===== src/rtl/hotplug_cfg_pkg.sv =====
// Package for the hot-plug signal configuration block.
// Assumes a single 200 MHz core clock and a simple word register port.
package hotplug_cfg_pkg;

  // ==========================================================
  // Register map
  localparam logic [11:0] HOTPLUG_CONFIG_CONTROL_OFS = 12'h408;
  localparam logic [31:0] HOTPLUG_CONFIG_CONTROL_RST = 32'h0000_0800;
  // Writable bits: 0..8, reserved 10:9 (RW), 11..13
  localparam logic [31:0] HOTPLUG_CONFIG_CONTROL_MASK = 32'h0000_3fff;

  // ==========================================================
  // Field positions
  localparam int INVERT_ATTN_BUTTON_POL_BIT     = 0;
  localparam int INVERT_PRESENCE_POL_BIT        = 1;
  localparam int INVERT_POWER_FAULT_POL_BIT     = 2;
  localparam int INVERT_LATCH_SENSOR_POL_BIT    = 3;
  localparam int INVERT_ATTN_INDICATOR_POL_BIT  = 4;
  localparam int INVERT_POWER_INDICATOR_POL_BIT = 5;
  localparam int INVERT_POWER_ENABLE_POL_BIT    = 6;
  localparam int INVERT_INTERLOCK_POL_BIT       = 7;
  localparam int INVERT_POWER_GOOD_POL_BIT      = 8;
  localparam int LATCH_OPEN_AUTO_POWER_OFF_BIT  = 11;
  localparam int LATCH_INPUT_AS_LOCK_STATE_BIT  = 12;
  localparam int INTERLOCK_TOGGLE_MODE_BIT      = 13;

  // ==========================================================
  // Timing
  localparam longint CLK_FREQ_HZ          = 200_000_000;
  localparam longint INTERLOCK_PULSE_US   = 125_000;
  localparam longint INTERLOCK_PULSE_CYC  = (INTERLOCK_PULSE_US * CLK_FREQ_HZ) / 1_000_000;

  // ==========================================================
  // Per-port pin bundles
  typedef struct packed {
    logic attnButton;
    logic presence;
    logic powerFault;
    logic latchSensor;
    logic powerGood;
  } slot_in_t;

  typedef struct packed {
    logic attnIndicator;
    logic powerIndicator;
    logic powerEnable;
  } slot_ctl_t;

  typedef enum logic [1:0] {
    LOCK_IDLE   = 2'b00,
    LOCK_PULSE  = 2'b01,
    LOCK_TOGGLE = 2'b10
  } lock_state_t;

endpackage


===== src/rtl/hotplug_signal_config.sv =====
// Hot-plug signal configuration for all downstream ports of the switch.
// Assumes slot pins arrive asynchronously and slot logic runs on clk.
`timescale 1ns/1ps

module hotplug_signal_config
  import hotplug_cfg_pkg::*;
#(
  parameter int     PORTS     = 8,
  parameter longint PULSE_CYC = INTERLOCK_PULSE_CYC
) (
  // Clock and fundamental reset
  input  wire logic                  clk,
  input  wire logic                  rst_b,
  // Register port
  input  wire logic                  regWrite,
  input  wire logic                  regRead,
  input  wire logic [11:0]           regAddr,
  input  wire logic [31:0]           regWdata,
  output logic      [31:0]           regRdata,
  // Hot-plug slot pins, raw levels
  input  wire logic [PORTS-1:0]      attn_button_n,
  input  wire logic [PORTS-1:0]      presence_detect_n,
  input  wire logic [PORTS-1:0]      power_fault_n,
  input  wire logic [PORTS-1:0]      latch_sensor_n,
  input  wire logic [PORTS-1:0]      slot_power_good_n,
  output logic      [PORTS-1:0]      attn_indicator_n,
  output logic      [PORTS-1:0]      power_indicator_n,
  output logic      [PORTS-1:0]      slot_power_enable,
  output logic      [PORTS-1:0]      interlock_drive,
  // Slot controller side, active high
  input  wire logic                  latch_present_cap,
  input  wire slot_ctl_t [PORTS-1:0] slotCtl,
  input  wire logic [PORTS-1:0]      interlock_ctl_write,
  output slot_in_t  [PORTS-1:0]      slotStatus,
  output logic      [PORTS-1:0]      retention_latch_open,
  output logic      [PORTS-1:0]      electromech_lock_engaged
);

  // ==========================================================
  // Configuration register
  // Only rst_b resets it, to 32'h0000_0800; hot reset does not reach this block at all
  logic [31:0] cfg;
  logic [31:0] next_cfg;
  logic [31:0] next_regRdata;
  logic        hitCfg;

  assign hitCfg = (regAddr == HOTPLUG_CONFIG_CONTROL_OFS);

  always_comb begin
    next_cfg = cfg;
    if (regWrite && hitCfg) begin
      next_cfg = regWdata & HOTPLUG_CONFIG_CONTROL_MASK;
    end
  end

  always_ff @(posedge clk or negedge rst_b) begin
    if (!rst_b) begin
      cfg <= HOTPLUG_CONFIG_CONTROL_RST;
    end else begin
      cfg <= next_cfg;
    end
  end

  // ==========================================================
  // Read path
  // Other addresses read as zero rather than echoing the config word
  always_comb begin
    next_regRdata = 32'h0000_0000;
    if (regRead && hitCfg) begin
      next_regRdata = cfg;
    end
  end

  always_ff @(posedge clk or negedge rst_b) begin
    if (!rst_b) begin
      regRdata <= 32'h0000_0000;
    end else begin
      regRdata <= next_regRdata;
    end
  end

  // ==========================================================
  // Field decode, shared by every port
  // Decoded once so every port reads the same named mode bits
  logic invAttnButton;
  logic invPresence;
  logic invPowerFault;
  logic invLatchSensor;
  logic invAttnIndicator;
  logic invPowerIndicator;
  logic invPowerEnable;
  logic invInterlock;
  logic invPowerGood;
  logic autoPowerOff;
  logic latchAsLock;
  logic toggleMode;

  assign invAttnButton     = cfg[INVERT_ATTN_BUTTON_POL_BIT];
  assign invPresence       = cfg[INVERT_PRESENCE_POL_BIT];
  assign invPowerFault     = cfg[INVERT_POWER_FAULT_POL_BIT];
  assign invLatchSensor    = cfg[INVERT_LATCH_SENSOR_POL_BIT];
  assign invAttnIndicator  = cfg[INVERT_ATTN_INDICATOR_POL_BIT];
  assign invPowerIndicator = cfg[INVERT_POWER_INDICATOR_POL_BIT];
  assign invPowerEnable    = cfg[INVERT_POWER_ENABLE_POL_BIT];
  assign invInterlock      = cfg[INVERT_INTERLOCK_POL_BIT];
  assign invPowerGood      = cfg[INVERT_POWER_GOOD_POL_BIT];
  assign autoPowerOff      = cfg[LATCH_OPEN_AUTO_POWER_OFF_BIT];
  assign latchAsLock       = cfg[LATCH_INPUT_AS_LOCK_STATE_BIT];
  assign toggleMode        = cfg[INTERLOCK_TOGGLE_MODE_BIT];

  // ==========================================================
  // Input synchronisers: five pins per port, two stages each
  slot_in_t [PORTS-1:0] syncA;
  slot_in_t [PORTS-1:0] syncB;
  slot_in_t [PORTS-1:0] next_syncA;

  always_comb begin
    for (int p = 0; p < PORTS; p++) begin
      next_syncA[p] = '{attnButton:  attn_button_n[p],
                        presence:    presence_detect_n[p],
                        powerFault:  power_fault_n[p],
                        latchSensor: latch_sensor_n[p],
                        powerGood:   slot_power_good_n[p]};
    end
  end

  always_ff @(posedge clk or negedge rst_b) begin
    if (!rst_b) begin
      // Idle pin level, so no false event is reported after reset
      syncA <= '1;
      syncB <= '1;
    end else begin
      syncA <= next_syncA;
      syncB <= syncA;
    end
  end

  // ==========================================================
  // Per-port logic
  genvar g;
  generate
    for (g = 0; g < PORTS; g++) begin : gPort
      // Status group
      slot_in_t    sensed;
      slot_in_t    next_status;
      logic        latchOpen;
      logic        lockEngaged;
      logic        next_latchOpen;
      logic        next_lockEng;

      // Drive group
      logic        autoOff;
      logic        powerOn;
      logic        next_attn;
      logic        next_pind;
      logic        next_pwr;

      // Interlock group
      logic        lockLevel;
      logic        next_lockLevel;
      logic [31:0] pulseCnt;
      logic [31:0] next_pulseCnt;
      lock_state_t lockState;
      lock_state_t next_lockState;
      logic        next_ilock;

      // ========================================================
      // Sensed status
      // Pins are active low; a set invert bit flips the sense
      always_comb begin
        sensed.attnButton  = ~(syncB[g].attnButton ^ invAttnButton);
        sensed.presence    = ~(syncB[g].presence ^ invPresence);
        sensed.powerFault  = ~(syncB[g].powerFault ^ invPowerFault);
        sensed.latchSensor = ~(syncB[g].latchSensor ^ invLatchSensor);
        sensed.powerGood   = ~(syncB[g].powerGood ^ invPowerGood);
        // Asserted latch sensor means latch open, or lock engaged in lock mode
        latchOpen      = sensed.latchSensor & ~latchAsLock;
        lockEngaged    = sensed.latchSensor & latchAsLock;
        next_status    = sensed;
        next_status.latchSensor = latchOpen;
        next_latchOpen = latchOpen;
        next_lockEng   = lockEngaged;
      end

      // Status is registered so the controller sees one settled value
      always_ff @(posedge clk or negedge rst_b) begin
        if (!rst_b) begin
          slotStatus[g]               <= '0;
          retention_latch_open[g]     <= 1'b0;
          electromech_lock_engaged[g] <= 1'b0;
        end else begin
          slotStatus[g]               <= next_status;
          retention_latch_open[g]     <= next_latchOpen;
          electromech_lock_engaged[g] <= next_lockEng;
        end
      end

      // ========================================================
      // Indicator and slot power drive
      // With autoPowerOff and latch_present_cap set, latch open overrides whatever software asks of the power controller
      // Power drops on the first sample that reads open; there is no debounce
      always_comb begin
        autoOff   = autoPowerOff & latch_present_cap & latchOpen;
        powerOn   = slotCtl[g].powerEnable & ~autoOff;
        next_attn = ~(slotCtl[g].attnIndicator ^ invAttnIndicator);
        next_pind = ~(slotCtl[g].powerIndicator ^ invPowerIndicator);
        next_pwr  = powerOn ^ invPowerEnable;
      end

      always_ff @(posedge clk or negedge rst_b) begin
        if (!rst_b) begin
          attn_indicator_n[g]  <= 1'b1;
          power_indicator_n[g] <= 1'b1;
          slot_power_enable[g] <= 1'b0;
        end else begin
          attn_indicator_n[g]  <= next_attn;
          power_indicator_n[g] <= next_pind;
          slot_power_enable[g] <= next_pwr;
        end
      end

      // ========================================================
      // Interlock
      // Pulse or toggle on each control write made while no pulse is running
      // A 32-bit counter covers the pulse at any plausible core clock
      always_comb begin
        next_lockState = lockState;
        next_lockLevel = lockLevel;
        next_pulseCnt  = pulseCnt;
        unique case (lockState)
          LOCK_IDLE: begin
            if (interlock_ctl_write[g]) begin
              if (toggleMode) begin
                next_lockLevel = ~lockLevel;
                next_lockState = LOCK_TOGGLE;
              end else begin
                next_lockLevel = 1'b1;
                next_pulseCnt  = 32'(PULSE_CYC - 1);
                next_lockState = LOCK_PULSE;
              end
            end
          end
          LOCK_PULSE: begin
            // Writes during a pulse are ignored; the pulse is not stretched
            if (pulseCnt == 32'h0000_0000) begin
              next_lockLevel = 1'b0;
              next_lockState = LOCK_IDLE;
            end else begin
              next_pulseCnt = pulseCnt - 32'h0000_0001;
            end
          end
          LOCK_TOGGLE: begin
            // Leaving toggle mode drops the interlock so a later pulse starts low
            if (interlock_ctl_write[g] && toggleMode) begin
              next_lockLevel = ~lockLevel;
            end else if (!toggleMode) begin
              next_lockLevel = 1'b0;
              next_lockState = LOCK_IDLE;
            end
          end
          default: begin
            next_lockState = LOCK_IDLE;
            next_lockLevel = 1'b0;
          end
        endcase
        next_ilock = next_lockLevel ^ invInterlock;
      end

      always_ff @(posedge clk or negedge rst_b) begin
        if (!rst_b) begin
          lockState          <= LOCK_IDLE;
          lockLevel          <= 1'b0;
          pulseCnt           <= 32'h0000_0000;
          interlock_drive[g] <= 1'b0;
        end else begin
          lockState          <= next_lockState;
          lockLevel          <= next_lockLevel;
          pulseCnt           <= next_pulseCnt;
          interlock_drive[g] <= next_ilock;
        end
      end
    end
  endgenerate

endmodule // hotplug_signal_config


===== config.mk =====
export PLATFORM = sky130hd
export DESIGN_NAME = hotplug_signal_config
export DESIGN_NICKNAME = d
export VERILOG_FILES = /design/src/rtl/hotplug_cfg_pkg.sv /design/src/rtl/hotplug_signal_config.sv
export SDC_FILE = /design/constraint.sdc
export NUM_CORES = 1
export LEC_CHECK = 0
export BUFFER_PORTS_ARGS = -buffer_cell sky130_fd_sc_hd__buf_4
export CAP_MARGIN = 40
export CELL_PAD_IN_SITES_DETAIL_PLACEMENT = 1
export CELL_PAD_IN_SITES_GLOBAL_PLACEMENT = 1
export CORE_UTILIZATION = 32
export DETAILED_ROUTE_END_ITERATION = 10
export GPL_ROUTABILITY_DRIVEN = 0
export PLACE_DENSITY = 0.58
export SKIP_CTS_REPAIR_TIMING = 1
export SLEW_MARGIN = 5
export SYNTH_ARGS = -nofsm -noshare
export SYNTH_HDL_FRONTEND = slang
export SYNTH_SLANG_ARGS = --single-unit

===== constraint.sdc =====
create_clock -name clk -period 3.45 [get_ports clk]
set_clock_uncertainty 0.2 [all_clocks]
set_input_delay 0.8625 -clock clk [delete_from_list [all_inputs] [get_ports clk]]
set_output_delay 0.8625 -clock clk [all_outputs]
set_load 0.01 [all_outputs]

==> flow_summary.yaml <==
outcome:
  status: "finished, final reports clean"
synth:
  ys_ff_latch: 468
  synth_top_family_by_area: "simple AND/OR/NAND/NOR gates"
  syn_area_um2: 20700
  ys_async_sr_fraction_pct: 100
  synth-simple-area-share_pct: 21.0
  synthCells: 1948
  ys_types: 78
  synthAdderAreaFrac_pct: 0.482
  synth_area_per_cell_um2: 10.7
  synth-xor-area-share_pct: 8.11
  yosysWarnings: 0
  synth_compound_area_share_pct: 9.25
  synth_top_flop_cell: "dfrtp_1"
  synth_edf_count: 0
  ys_seq_area_share_pct: 57.0
  synth_mux_area_share_pct: 1.29
final_layout:
  fill_cells: 6969
  layout_commonest_cell: "dfrtp_1"
  finalCoreUtilization_pct: 40.0
  instances_no_fill: 3085
  drive_gt1_share_pct: 22.3
  fin_nets: 2322
  area_growth_syn_to_layout_pct: 22.6
  final_area_um2: 25400
  final_cell_mix: "dfrtp_1, buf_4, nor2_1"
global_routing:
  grt_antenna_before_repair: 1
  grt_pass1_vias: 16700
  grt_pass1_wl_um: 89400
  grt_max_degree: 69
  grt_usage_pct: 16.5
  gr-total-overflow: 0
placed_design:
  placed_cells: 2982
  dp_hpwl_um: 37200
  placed_area_um2: 23500
  portBuffers: 204
route:
  wl_per_cell_um: 17.3
  ant_nets: 0
  vias: 15500
  drt_wl_total_um: 53400
  initialDrtViolationCount: 623
  drc: 0
  dr.pass1.iters: 5
  vias_per_cell: 5.03
sta:
  worst_slew_pin_slew_ns: 0.917
  min_period_ns: 3.16
  relSlewSlack_pct: 38.6
  timing.fmax_mhz: 316
  rsz0062_at_grt: "false"
  hold_viol: 0
  setup_violations: 0
  finalCritPeriodShare_pct: 91.7
  fin_tns_setup_ns: 0
  slew_viol_final: 0
cts:
  numCtsBuffers: 55
  clk_path_buf_depth: 3
  cts_root_buf: "clkbuf_16"
  cts_sinks: 468
  clk-insertion-delay-late_ns: 0.61
  htreeDepth: 2
  cts_tree: "done"
  clk_pin_slew_ns: 0.06
pwr:
  leakage_nw: 10.6
  total_power_w: 0.0140
  power_density_nw_per_um2: 551
  vdd_ir_drop_max_mv: 0.340
floorplan:
  fp-row-count: 92
  coreArea_um2: 63500
  die_w_um: 257
  num_io_pins: 241
  die_y_um: 257
  fp.dieArea_um2: 65900
  start_util_pct: 32.7
worst_setup_path:
  setup.worst_path.end_class: "flip-flop"
  cpMostUsedCell: "nor4_1"
  cp_slowest_stage_delay_ns: 0.66
  cp_slowest_cell: "or4b_2"
  critPathKind: "reg2reg"
  worstPathCellList: "inv_1, ha_1, or4b_2, nor4_1, o211ai_1, nor4_1, xnor2_1, nor2_1"
  critical_path.top_delay_family: "simple AND/OR/NAND/NOR gates"
  worst_setup_path_start_kind: "flip-flop"
  required_ns: 3.73
  worst-path-buf-inv: 1
  crit_fanout: 5
  ff2ff_setup_slack_ns: 0.29
  cp.arrival_ns: 3.44
worst_hold_path:
  hold_class: "in2async"
job:
  maxCapViolCount: 0
==> power breakdown <==
group          leakage, nW  internal [W]  switching, W
clock network        0.942       0.00383       0.00238
registers             5.40       0.00601      0.000478
logic                 4.25      0.000608      0.000693
==> worst reg2reg max path: stages, from the launching register on <==
cell and delay (ns):
dfrtp_1 0.38, inv_1 0.10, ha_1 0.23, or4b_2 0.66, nor4_1 0.56, o211ai_1 0.34
nor4_1 0.31, xnor2_1 0.17, nor2_1 0.05
==> Yosys cell counts, types with 4 or more instances <==
master	count	area share, %
o22ai_1	10	0.30
and2_1	7	0.21
nor3_1	82	2.0
inv_1	38	0.69
or3_1	57	1.7
ha_1	8	0.48
a22o_1	7	0.30
nor2_1	185	3.3
nor4_1	70	2.1
mux2i_1	11	0.53
and3_1	40	1.2
o41ai_1	8	0.34
nand3_1	72	1.7
and4_1	6	0.25
or2_2	10	0.30
o211ai_1	8	0.29
a211oi_1	5	0.18
o21ai_0	86	2.1
clkbuf_1	53	0.96
a31oi_1	23	0.69
nand2_1	163	2.9
a311oi_1	8	0.34
buf_4	26	0.94
or4_1	31	1.1
dfstp_2	97	12
dfrtp_1	371	45
nor4b_1	8	0.34
o31ai_1	18	0.65
mux2_2	14	0.76
a21o_1	6	0.22
or3b_2	4	0.17
nand3b_1	8	0.29
buf_2	6	0.14
nand4_1	20	0.60
xor2_1	76	3.2
nand2b_1	16	0.48
nor2b_1	8	0.24
nor3b_1	5	0.18
xnor2_1	116	4.9
a21oi_1	80	1.9
o211a_1	7	0.34
or4b_2	5	0.24
nand4b_1	11	0.46
==> cell type report <==
| cell class | count | area, um2 | share of cell area [%] |
|---|---|---|---|
| inverters | 40 | 150 | 0.590 |
| well taps | 846 | 1060 | 4.16 |
| multi-input cells | 1369 | 8400 | 33.1 |
| clock inverters | 24 | 409 | 1.61 |
| diodes | 1 | 2.50 | 0.00984 |
| repair buffers | 259 | 2050 | 8.05 |
| flip-flops and latches | 468 | 11800 | 46.5 |
| clock buffers | 78 | 1520 | 5.99 |
==> worst paths after layout <==
kind                                       from                    end  cells past startpoint
max reg2reg                gPort[3].pulseCnt[0]  gPort[3].pulseCnt[30]                      8
max                        gPort[3].pulseCnt[0]  gPort[3].pulseCnt[30]                      8
max in group asynchronous                 rst_b              syncA[12]                      2
min                                       rst_b  gPort[0].pulseCnt[26]                      1
min in group clk              latch_sensor_n[6]              syncA[31]                      1
min reg2reg                           syncA[10]              syncB[10]                      0
==> state kept, by name (all words and copies together) (netlist names) <==
| register | count |
|---|---|
| regRdata | 14 |
| slot_power_enable | 8 |
| syncA | 40 |
| retention_latch_open | 8 |
| cfg | 14 |
| power_indicator_n | 8 |
| gPort.lockState | 16 |
| electromech_lock_engaged | 8 |
| interlock_drive | 8 |
| slotStatus | 32 |
| gPort.lockLevel | 8 |
| syncB | 40 |
| gPort.pulseCnt | 256 |
| attn_indicator_n | 8 |
==> stage by stage <==
step / setup slack, ns / hold slack [ns]
global placement: 0.325 / 0.145
global route: 0.0312 / 0.0323
CTS: 0.266 / -0.00521
floorplan: 0.653 / 0.145
finish: 0.288 / 0.0130
detailed placement: 0.280 / 0.147
==> logic make-up (layout without fill, tap and decap cells) <==
logic type,after synthesis,count (layout)
mux,25,25
flops,468,468
buf+inv,128,401
xor+xnor,192,192
fa+ha+maj,8,8
other cells,1,19
compound gates,297,297
simple gates,829,829
==> per-layer routing <==
| metal | part of all wire (%) | global-route usage [%] |
|---|---|---|
| met5 | 0 | 0 |
| met1 | 45 | 21.4 |
| met3 | 2.6 | 2.29 |
| met4 | 2.2 | 4.98 |
| met2 | 50 | 28.2 |
No activity file was read; power rests on OpenSTA's default activity.
